**src/hdl/timer_pkg.sv**
```systemverilog
// constants, types and field layout of the dual compare timer
package timer_pkg;

	////////////////////////////////////////////////////////////////////////
	localparam logic [15:0] PORT1_DIRECTION_ADDR = 16'hff21;
	localparam logic [15:0] PORT1_LATCH_ADDR = 16'hff01;
	localparam logic [15:0] TIMER_MODE_ADDR = 16'hff6c;
	localparam logic [15:0] CARRIER_CTRL_ADDR = 16'hff6d;
	localparam logic [15:0] CYCLE_COMPARE_ADDR = 16'hff0e;
	localparam logic [15:0] DUTY_COMPARE_ADDR = 16'hff0f;

	localparam logic [7:0] PORT1_DIRECTION_RESET = 8'hff;
	localparam logic [7:0] PORT1_LATCH_RESET = 8'h00;
	localparam logic [7:0] TIMER_MODE_RESET = 8'h00;
	localparam logic [7:0] CARRIER_CTRL_RESET = 8'h00;
	localparam logic [7:0] COMPARE_RESET = 8'h00;

	localparam int OUTPUT_PIN_BIT = 6;
	localparam int TIMER_ENABLE_POS = 7;
	localparam int CLOCK_SELECT_LSB = 4;
	localparam int MODE_SELECT_LSB = 2;
	localparam int DEFAULT_LEVEL_POS = 1;
	localparam int OUTPUT_ENABLE_POS = 0;
	localparam int REMOTE_ENABLE_POS = 2;
	localparam int REMOTE_LEVEL_POS = 1;
	localparam int CARRIER_STATUS_POS = 0;

	// count clock dividers as masks of prescaler or low-speed edge counter low bits
	localparam logic [11:0] DIV4_MASK = 12'h003;
	localparam logic [11:0] DIV16_MASK = 12'h00f;
	localparam logic [11:0] DIV64_MASK = 12'h03f;
	localparam logic [11:0] DIV4096_MASK = 12'hfff;
	localparam logic [8:0] LS_DIV128_MASK = 9'h07f;
	localparam logic [8:0] LS_DIV512_MASK = 9'h1ff;

	////////////////////////////////////////////////////////////////////////
	typedef enum logic [2:0]
	{
		CLK_PRS = 3'h0,
		CLK_PRS_DIV4 = 3'h1,
		CLK_PRS_DIV16 = 3'h2,
		CLK_PRS_DIV64 = 3'h3,
		CLK_PRS_DIV4096 = 3'h4,
		CLK_LS_DIV128 = 3'h5,
		CLK_LS_DIV512 = 3'h6,
		CLK_LS = 3'h7
	} clock_select_t;

	typedef enum logic [1:0]
	{
		MODE_INTERVAL = 2'h0,
		MODE_CARRIER = 2'h1,
		MODE_PWM = 2'h2,
		MODE_PROHIBITED = 2'h3
	} op_mode_t;

	// gray along idle -> cycle -> duty
	typedef enum logic [1:0]
	{
		PH_IDLE = 2'h0,
		PH_CYCLE = 2'h1,
		PH_DUTY = 2'h3
	} phase_t;

	typedef struct packed
	{
		logic timer_enable_bit;
		clock_select_t clock_select;
		op_mode_t mode_select;
		logic default_output_level;
		logic output_enable_bit;
	} timer_mode_t;

	typedef struct packed
	{
		logic [15:0] addr;
		logic [7:0] wdata;
		logic wr;
		logic rd;
	} reg_req_t;

endpackage

```
**src/hdl/count_clock_gen.sv**
```systemverilog
// count clock tick generator from prescaled or low-speed clocks
`timescale 1ns/100ps
`default_nettype none
module count_clock_gen
	import timer_pkg::*;
(
	input wire logic ref_clk_in,
	input wire logic rstn_in,
	input wire logic clk_en_in,
	input wire timer_pkg::clock_select_t clock_select_in,
	input wire logic low_speed_osc_in,
	output logic tick_out
);

	typedef struct packed
	{
		logic [11:0] prescale;
		logic [8:0] ls_count;
		logic ls_prev;
	} gen_state_t;

	gen_state_t q, d;
	logic ls_edge;

	function automatic logic ones12(input logic [11:0] v, input logic [11:0] m);
		ones12 = (v & m) == m;
	endfunction

	function automatic logic ones9(input logic [8:0] v, input logic [8:0] m);
		ones9 = (v & m) == m;
	endfunction

	////////////////////////////////////////////////////////////////////////
	assign ls_edge = low_speed_osc_in & ~q.ls_prev;

	always_comb
	begin
		d = q;
		d.prescale = q.prescale + 12'h001;
		d.ls_prev = low_speed_osc_in;
		if (ls_edge)
		begin
			d.ls_count = q.ls_count + 9'h001;
		end
	end

	// one tick per selected count clock edge
	always_comb
	begin
		case (clock_select_in)
			CLK_PRS: tick_out = 1'b1;
			CLK_PRS_DIV4: tick_out = ones12(q.prescale, DIV4_MASK);
			CLK_PRS_DIV16: tick_out = ones12(q.prescale, DIV16_MASK);
			CLK_PRS_DIV64: tick_out = ones12(q.prescale, DIV64_MASK);
			CLK_PRS_DIV4096: tick_out = ones12(q.prescale, DIV4096_MASK);
			CLK_LS_DIV128: tick_out = ls_edge & ones9(q.ls_count, LS_DIV128_MASK);
			CLK_LS_DIV512: tick_out = ls_edge & ones9(q.ls_count, LS_DIV512_MASK);
			CLK_LS: tick_out = ls_edge;
			default: tick_out = 1'b0;
		endcase
		tick_out = tick_out & clk_en_in;
	end

	always_ff @(posedge ref_clk_in or negedge rstn_in)
	begin
		if (!rstn_in)
		begin
			q <= '0;
		end
		else if (clk_en_in)
		begin
			q <= d;
		end
	end

endmodule
`default_nettype wire

```
**src/hdl/duty_latch.sv**
```systemverilog
// duty compare register with its pending-write latch
`timescale 1ns/100ps
`default_nettype none
module duty_latch
	import timer_pkg::*;
(
	input wire logic ref_clk_in,
	input wire logic rstn_in,
	input wire logic clk_en_in,
	input wire logic write_in,
	input wire logic [7:0] wdata_in,
	input wire logic running_in,
	input wire logic match_in,
	output logic [7:0] active_out,
	output logic [7:0] readback_out
);

	typedef struct packed
	{
		logic [7:0] active;
		logic [7:0] pending;
		logic pend;
	} duty_state_t;

	duty_state_t q, d;

	////////////////////////////////////////////////////////////////////////
	always_comb
	begin
		d = q;
		if (!running_in)
		begin
			if (write_in)
			begin
				d.active = wdata_in;
				d.pending = wdata_in;
				d.pend = 1'b0;
			end
		end
		else if (write_in)
		begin
			// a write racing a match only parks the value
			d.pending = wdata_in;
			d.pend = 1'b1;
		end
		else if (match_in && q.pend)
		begin
			d.active = q.pending;
			d.pend = 1'b0;
		end
	end

	assign active_out = q.active;
	assign readback_out = q.pending;

	always_ff @(posedge ref_clk_in or negedge rstn_in)
	begin
		if (!rstn_in)
		begin
			q <= '{active: COMPARE_RESET, pending: COMPARE_RESET, pend: 1'b0};
		end
		else if (clk_en_in)
		begin
			q <= d;
		end
	end

endmodule
`default_nettype wire

```
**src/hdl/dual_compare_timer.sv**
```systemverilog
// eight bit dual compare timer with carrier and port pin control
`timescale 1ns/100ps
`default_nettype none
module dual_compare_timer
	import timer_pkg::*;
(
	input wire logic ref_clk_in,
	input wire logic rstn_in,
	input wire logic clk_en_in,
	input wire timer_pkg::reg_req_t reg_req_in,
	output logic [7:0] reg_rdata_out,
	input wire logic low_speed_osc_in,
	input wire logic companion_counter_interrupt_in,
	output logic match_interrupt_out,
	output logic timer_output_pin_out,
	output logic timer_output_pin_oe_out
);

	typedef struct packed
	{
		timer_mode_t mode;
		logic remote_control_enable;
		logic remote_level_buffer;
		logic carrier_status_flag;
		logic [7:0] cycle_compare;
		logic [7:0] port1_direction;
		logic [7:0] port1_latch;
		logic [7:0] counter;
		phase_t phase;
		logic wave;
		logic irq;
		logic pin;
		logic pin_oe;
		logic [7:0] rdata;
	} timer_state_t;

	timer_state_t q, d;
	logic tick;
	logic [7:0] duty_active;
	logic [7:0] duty_readback;
	logic duty_write;
	logic duty_match;
	logic running;
	logic carrier_wave;
	logic shaped;

	function automatic logic hit(input logic [15:0] a, input logic [15:0] b);
		hit = a == b;
	endfunction

	// the prohibited mode code falls back to interval behaviour
	function automatic logic is_carrier(input op_mode_t m);
		is_carrier = m == MODE_CARRIER;
	endfunction

	function automatic logic uses_duty(input op_mode_t m);
		uses_duty = m == MODE_PWM || m == MODE_CARRIER;
	endfunction

	// wraps at 8 bits; a compare below the count waits a full lap
	function automatic logic [7:0] bump(input logic [7:0] c);
		bump = c + 8'h01;
	endfunction

	////////////////////////////////////////////////////////////////////////
	// prescaler runs free, so the first divided tick may come early
	count_clock_gen u_clock
	(
		.ref_clk_in(ref_clk_in),
		.rstn_in(rstn_in),
		.clk_en_in(clk_en_in),
		.clock_select_in(q.mode.clock_select),
		.low_speed_osc_in(low_speed_osc_in),
		.tick_out(tick)
	);

	// duty writes while running park in the latch until a match
	duty_latch u_duty
	(
		.ref_clk_in(ref_clk_in),
		.rstn_in(rstn_in),
		.clk_en_in(clk_en_in),
		.write_in(duty_write),
		.wdata_in(reg_req_in.wdata),
		.running_in(running),
		.match_in(duty_match),
		.active_out(duty_active),
		.readback_out(duty_readback)
	);

	////////////////////////////////////////////////////////////////////////
	assign running = q.mode.timer_enable_bit;
	assign duty_write = reg_req_in.wr & hit(reg_req_in.addr, DUTY_COMPARE_ADDR);
	// interval and prohibited modes never reach the duty phase
	assign duty_match = tick & running & (q.phase == PH_DUTY) &
		(q.counter == duty_active);

	// remote output: low unless status set; pulses when remote enabled
	always_comb
	begin
		if (!q.carrier_status_flag)
		begin
			carrier_wave = 1'b0;
		end
		else if (q.remote_control_enable)
		begin
			carrier_wave = q.wave;
		end
		else
		begin
			carrier_wave = 1'b1;
		end
	end

	always_comb
	begin
		if (!q.mode.output_enable_bit)
		begin
			shaped = 1'b0;
		end
		else if (is_carrier(q.mode.mode_select))
		begin
			shaped = carrier_wave;
		end
		else
		begin
			shaped = q.wave;
		end
	end

	////////////////////////////////////////////////////////////////////////
	always_comb
	begin
		d = q;
		// match interrupt drops after one cycle unless the next tick matches again
		d.irq = 1'b0;

		// register writes
		if (reg_req_in.wr)
		begin
			if (hit(reg_req_in.addr, TIMER_MODE_ADDR))
			begin
				d.mode = timer_mode_t'(reg_req_in.wdata);
			end
			if (hit(reg_req_in.addr, CARRIER_CTRL_ADDR))
			begin
				d.remote_control_enable = reg_req_in.wdata[REMOTE_ENABLE_POS];
				d.remote_level_buffer = reg_req_in.wdata[REMOTE_LEVEL_POS];
			end
			// taken even while running; software keeps it to stopped time
			if (hit(reg_req_in.addr, CYCLE_COMPARE_ADDR))
			begin
				d.cycle_compare = reg_req_in.wdata;
			end
			if (hit(reg_req_in.addr, PORT1_DIRECTION_ADDR))
			begin
				d.port1_direction = reg_req_in.wdata;
			end
			if (hit(reg_req_in.addr, PORT1_LATCH_ADDR))
			begin
				d.port1_latch = reg_req_in.wdata;
			end
		end

		// companion counter event loads the carrier status
		if (companion_counter_interrupt_in)
		begin
			d.carrier_status_flag = q.remote_level_buffer;
		end

		// a level written along with the enable bit holds until first match
		if (running && q.phase == PH_IDLE)
		begin
			d.wave = q.mode.default_output_level;
		end

		// counting
		if (!running)
		begin
			d.counter = 8'h00;
			d.phase = PH_IDLE;
			d.wave = q.mode.default_output_level;
		end
		else if (tick)
		begin
			case (q.phase)
				PH_IDLE:
				begin
					// first count clock is swallowed
					d.phase = PH_CYCLE;
				end
				PH_CYCLE:
				begin
					if (q.counter == q.cycle_compare)
					begin
						d.counter = 8'h00;
						d.wave = ~q.wave;
						d.irq = 1'b1;
						if (uses_duty(q.mode.mode_select))
						begin
							d.phase = PH_DUTY;
						end
					end
					else
					begin
						d.counter = bump(q.counter);
					end
				end
				PH_DUTY:
				begin
					d.phase = PH_CYCLE;
					if (duty_match)
					begin
						d.wave = ~q.wave;
						if (is_carrier(q.mode.mode_select))
						begin
							d.counter = 8'h00;
							d.irq = 1'b1;
						end
						else
						begin
							// pwm keeps counting through the duty match
							d.counter = bump(q.counter);
						end
					end
					else
					begin
						d.phase = PH_DUTY;
						d.counter = bump(q.counter);
					end
				end
				default:
				begin
					d.phase = PH_IDLE;
				end
			endcase
		end

		// port pin: driven when direction bit clear
		d.pin_oe = ~q.port1_direction[OUTPUT_PIN_BIT];
		// a set latch bit forces the pin high over the waveform
		d.pin = q.port1_latch[OUTPUT_PIN_BIT] | shaped;

		// registered read data, unmapped reads as zero
		if (reg_req_in.rd)
		begin
			d.rdata = 8'h00;
			if (hit(reg_req_in.addr, TIMER_MODE_ADDR))
			begin
				d.rdata = q.mode;
			end
			if (hit(reg_req_in.addr, CARRIER_CTRL_ADDR))
			begin
				d.rdata = {5'h00, q.remote_control_enable,
					q.remote_level_buffer, q.carrier_status_flag};
			end
			if (hit(reg_req_in.addr, CYCLE_COMPARE_ADDR))
			begin
				d.rdata = q.cycle_compare;
			end
			// duty reads show the parked value, not the one in use
			if (hit(reg_req_in.addr, DUTY_COMPARE_ADDR))
			begin
				d.rdata = duty_readback;
			end
			if (hit(reg_req_in.addr, PORT1_DIRECTION_ADDR))
			begin
				d.rdata = q.port1_direction;
			end
			if (hit(reg_req_in.addr, PORT1_LATCH_ADDR))
			begin
				d.rdata = q.port1_latch;
			end
		end
	end

	assign reg_rdata_out = q.rdata;
	assign match_interrupt_out = q.irq;
	assign timer_output_pin_out = q.pin;
	assign timer_output_pin_oe_out = q.pin_oe;

	////////////////////////////////////////////////////////////////////////
	always_ff @(posedge ref_clk_in or negedge rstn_in)
	begin
		if (!rstn_in)
		begin
			// non-zero reset fields are set after the blanket clear
			q <= '0;
			q.mode <= timer_mode_t'(TIMER_MODE_RESET);
			q.remote_control_enable <= CARRIER_CTRL_RESET[REMOTE_ENABLE_POS];
			q.remote_level_buffer <= CARRIER_CTRL_RESET[REMOTE_LEVEL_POS];
			q.carrier_status_flag <= CARRIER_CTRL_RESET[CARRIER_STATUS_POS];
			q.cycle_compare <= COMPARE_RESET;
			q.port1_direction <= PORT1_DIRECTION_RESET;
			q.port1_latch <= PORT1_LATCH_RESET;
			q.phase <= PH_IDLE;
		end
		else if (clk_en_in)
		begin
			q <= d;
		end
	end

endmodule
`default_nettype wire

```
**config.mk**
```make
export PLATFORM = sky130hd
export DESIGN_NAME = dual_compare_timer
export DESIGN_NICKNAME = d
export VERILOG_FILES = /design/src/hdl/timer_pkg.sv /design/src/hdl/count_clock_gen.sv /design/src/hdl/duty_latch.sv /design/src/hdl/dual_compare_timer.sv
export SDC_FILE = /design/constraint.sdc
export NUM_CORES = 1
export LEC_CHECK = 0
export BUFFER_PORTS_ARGS = -buffer_cell sky130_fd_sc_hd__buf_4
export CAP_MARGIN = 20
export CORE_ASPECT_RATIO = 1.1
export CORE_MARGIN = 3
export CORE_UTILIZATION = 45
export CTS_CLUSTER_SIZE = 14
export DETAILED_ROUTE_END_ITERATION = 8
export HOLD_SLACK_MARGIN = 0.15
export MAX_ROUTING_LAYER = met4
export PLACE_DENSITY = 0.73
export SLEW_MARGIN = 0
export SYNTH_ARGS = -nofsm -noshare
export SYNTH_HDL_FRONTEND = slang
export SYNTH_HIERARCHICAL = 1
export SYNTH_SLANG_ARGS = --single-unit
```
**constraint.sdc**
```tcl
create_clock -name ref_clk_in -period 2.6 [get_ports ref_clk_in]
set_clock_uncertainty 0.2 [all_clocks]
set_input_delay 0.39 -clock ref_clk_in [delete_from_list [all_inputs] [get_ports ref_clk_in]]
set_output_delay 0.39 -clock ref_clk_in [all_outputs]
set_load 0.05 [all_outputs]
```
==> qor_table.md <==
| Group | Quantity | Value |
|---|---|---|
| die | I/O pin cnt | 42 |
| detailed routing | WL/cell | 17.48 microns |
| outcome | Failing checks | setup timing |
| critical path | Destination of the worst register-to-register timing path | q[11]$_DFFE_PN0P_ |
| synth | Flip-flop cell with the highest count after synthesis | dfrtp_1 |
| sta | Post-route setup slack | -0.3516 ns |
| die | Overall die height | 119.2 microns |
| worst hold path | Worst Hold Endpoint | q[22]$_DFFE_PN0P_ |
| critical path | Data required, critical path | 2.61 ns |
| grt | Total routing usage reported by global routing | 0.1955 |
| power | Sequential power share | 0.485 |
| clock tree | Inserted Clock Buffers | 9 |
| synth | Count of distinct cell types in the synthesized netlist | 57 |
| synth | Asr flop ratio synth | 1.000 |
| die | Placeable Area | 11,160 sq um |
| power | Internal Power | 2537 uW |
| detailed routing | Vias after detailed routing | 3,824 |
| sta | Fin Hold WS | 0.1535 ns |
| sta | Final Setup Violations | 20 |
| worst hold path | Hold WC Path Type | in -> reg |
| synth | Per-instance average area after synthesis | 11.10 sq um |
| detailed routing | Iter 0 DRT Violations | 224 |
| sta | Setup repair after global routing missed its margin | yes |
| layout | Area growth syn-to-layout | 22.63% |
| worst hold path | Hold path cells | 2 |
| grt | Initial antenna violation count | 0 |
| layout | N_diodes | 0 |
| synth | Leading area contributor after synthesis | dfrtp_1 |
| critical path | Maximum fanout along the worst path | 3 |
| worst hold path | Hold path startpoint | reg_req_in[2] |
| clock tree | Number of H-tree levels | 3 |
| critical path | Internal reg-to-reg setup slack | -0.35 ns |
| power | Worst ir drop on vdd | 0.3524 mV |
| grt | First-pass GRT wire length | 19,600 microns |
| detailed routing | First-pass DRT Iterations | 4 |
| critical path | Worst-case reg-to-reg path depth | 16 |
| critical path | Worst Setup Start Kind | flip-flop |
| layout | Post-Route Utilization | 0.5759 |
| power | Sw frac | 0.2668 |
| clock tree | CTS tree | done |
| power | Power density of the placed cells | 538.4 nW/um^2 |
| sta | Final Hold Fails | 0 |
| critical path | Category of the critical setup timing path | reg -> reg |
| placed design | Pre-CTS setup slack | -0.5104 ns |
| clock tree | Register clock-pin slew on the reported worst setup and hold paths | 0.07 ns |
| sta | Fmax | 338.8 MHz |
| sta | Final clock period utilization by the worst path | 1.135 |
| sta | Shortest clock period the worst path allows after layout | 2.952 ns |
| critical path | Sort of element at the end of the critical path | flip-flop |
| synth | Sequential element share of the synthesized area | 0.4603 |
| grt | Vias in the first global route | 3,883 |
| placed design | Placer's final routability congestion estimate | 0.8955 |
| clock tree | CTS max path bufs | 2 |
| detailed routing | Detailed-route wire length | 12,190 microns |
| sta | Max-slew violation total from the final report | 0 |
| detailed routing | Post-route ant nets | 0 |
| power | Proportion of power drawn by combinational gates | 0.165 |
| power | Net switching power | 923.4 uW |
| synth | Cell Area, Synth | 5241 sq um |
| die | Horiz. Die Dim | 108.9 microns |
| critical path | Critical path data arrival time | 2.96 ns |
| die | Site row count | 40 |
| flow run | Max-cap violations | 0 |
| synth | Number of enable-type register cells in the synthesized netlist | 0 |
| sta | Setup TNS | -5.449 ns |
| die | Initial cell density of the core | 0.4696 |
| sta | Slew Limit Headroom | 0.5679 |
| power | Clock share of power | 0.349 |
| clock tree | Cell at the root of the clock tree | clkbuf_16 |
| grt | Pin count of the biggest net entering global routing | 42 |
| sta | Worst-margin pin slew | 0.6422 ns |
| layout | Fraction of final layout cells with drive strength greater than 1 | 0.4055 |
| synth | Number of standard cells after synthesis | 472 |
| detailed routing | Average via count per standard cell | 5.486 |
| outcome | Run status | finished with violations |
| synth | Yosys synthesis warning count | 6 |
| layout | Filler cells | 909 |
| synth | FF+latch count, synth | 96 |
| power | Cell leakage power | 0.003011 uW |
| clock tree | # clock sinks | 96 |
| grt | Overflow left after global routing | 0 |
| synth | Syn nets | 510 |
| placed design | Count of buffers from port buffering | 41 |
| synth | Top cell type's share of synthesized area | 0.4201 |
| layout | Layout net count | 583 |
| synth | Cells taking the most area after synthesis | dfrtp_1 (42%), mux2_2 (11%), mux2_4 (4.6%) |
| critical path | Startpoint of the most critical register-to-register path | u_clock/q[1]$_DFFE_PN0P_ |
| die | Area enclosed by the die boundary | 12,980 sq um |
| detailed routing | DRC violation count after routing | 0 |
| clock tree | Clk_lat worst skew | 0.34 ns |
| placed design | Detailed Place HPWL | 8578 microns |
power groups by stage:
stage,logic [uW],clock network [uW],registers (uW)
after floorplan,272,0,1710
after global placement,511,0,1690
after detailed placement,529,0,1710
after CTS,556,1230,1680
after global routing,623,1290,1690
final,572,1210,1680
what timing repair did:
| action | CTS | global route |
|---|---|---|
| gates resized for setup | 26 | 10 |
| endpoints found under the setup margin | 20 | 20 |
| hold endpoints to repair | 52 | 0 |
| pin swaps | 26 | 15 |
| hold buffers | 6 | 0 |
| buffers inserted | 10 | 4 |
registers in the layout, summed over array words and instances (netlist names):
name / flops
timer_output_pin_oe_out: 1
u_clock/q: 22
timer_output_pin_out: 1
reg_rdata_out: 8
u_duty/active_out: 8
q: 45
u_duty/readback_out: 8
running: 1
match_interrupt_out: 1
u_duty/q: 1
Yosys cell counts (3+ instances only):
| cell | instances |
|---|---|
| xnor2_1 | 14 |
| nor3_1 | 18 |
| nand3_1 | 13 |
| mux2_4 | 16 |
| mux2_2 | 51 |
| a311oi_1 | 3 |
| xor2_1 | 22 |
| nor2b_1 | 3 |
| nand4_1 | 12 |
| buf_4 | 24 |
| a31oi_1 | 3 |
| a21oi_1 | 7 |
| nor4_1 | 6 |
| mux2i_1 | 9 |
| nand2_1 | 38 |
| clkbuf_1 | 11 |
| a2111oi_0 | 6 |
| a211oi_1 | 5 |
| and2_1 | 5 |
| buf_6 | 3 |
| a2bb2oi_1 | 3 |
| o21ai_0 | 15 |
| dfstp_2 | 8 |
| inv_1 | 18 |
| dfrtp_1 | 88 |
| buf_2 | 3 |
| ha_1 | 7 |
| nor2_1 | 25 |
routing by layer:
layer  track usage  part of all wire
met3       0.03306             0.032
met4       0.03473            0.0081
met5             -                 0
met2        0.3260              0.52
met1        0.2528              0.44
area by class of cell:
cell class	count	area, sq um	area share
clock inverter	5	33.78	0.005256
sequential	96	2412	0.3753
inverter	18	67.56	0.01051
tap	147	183.9	0.02862
multi-input combinational	316	2670	0.4154
timing repair buffer	104	827.0	0.1287
clock buffer	11	232.7	0.03621
cell usage in the layout (no fill, tap or decap), drive strengths merged, types with 2 or more instances in the layout:
cell,n
nor4,7
mux2,67
or2,2
nor2b,3
and3,3
o221ai,2
buf,98
ha,7
o22ai,2
mux2i,9
nand2,39
clkinvlp,2
a41oi,2
a311oi,3
inv,18
nand4,12
nor3b,4
nand2b,2
xor2,22
dlygate4sd3,6
a2111oi,6
clkbuf,11
o21ai,15
a2bb2oi,3
a31oi,3
or4,3
and2,5
dfrtp,88
clkinv,3
xnor2,14
dfstp,8
a211oi,5
nand3,13
a21oi,8
nor2,27
nor3,19
per-stage QoR:
stage	power (uW)	cells	cell area (sq um)
after floorplan	1982	472	5304
after global placement	2205	662	5859
after detailed placement	2234	662	5859
after CTS	3462	693	6339
after global routing	3607	697	6427
final	3461	697	6427
worst max path at each step:
| stage | start | to | slack (ns) | depth (start not counted) |
|---|---|---|---|---|
| 3_3_place_gp | u_clock/q[1]$_DFFE_PN0P_ | u_duty/active_out[5]$_DFFE_PN0P_ | -0.32 | 16 |
| 2_1_floorplan | u_clock/q[1]$_DFFE_PN0P_ | u_duty/active_out[0]$_DFFE_PN0P_ | -0.22 | 16 |
| 4_1_cts | u_clock/q[2]$_DFFE_PN0P_ | u_duty/active_out[4]$_DFFE_PN0P_ | -0.42 | 16 |
| 5_1_grt | u_clock/q[2]$_DFFE_PN0P_ | u_duty/active_out[4]$_DFFE_PN0P_ | -0.52 | 16 |
| 6_report | u_clock/q[1]$_DFFE_PN0P_ | q[11]$_DFFE_PN0P_ | -0.35 | 16 |
| 3_5_place_dp | u_clock/q[2]$_DFFE_PN0P_ | q[11]$_DFFE_PN0P_ | -0.51 | 15 |
worst max-delay path, cell delays in order (launching register included):
cell	delay [ns]
dfrtp_1	0.36
ha_2	0.19
nand2_2	0.05
nor2_2	0.11
and2_4	0.16
ha_4	0.11
a21oi_2	0.05
nor3b_2	0.18
o21ai_1	0.11
nand3_2	0.12
nand3_4	0.09
nor4_4	0.20
nand3_2	0.14
buf_4	0.19
buf_6	0.12
a2111oi_4	0.31
o32ai_2	0.11
cell families after synthesis:
| kind of cell | after synthesis | share of synthesized area |
|---|---|---|
| flops | 96 | 0.4603 |
| compound gates | 52 | 0.06732 |
| buf+inv | 60 | 0.06517 |
| simple gates | 145 | 0.1578 |
| fa+ha+maj | 7 | 0.01671 |
| mux | 76 | 0.1726 |
| xor+xnor | 36 | 0.06016 |
No activity file was read; power rests on OpenSTA's default activity.
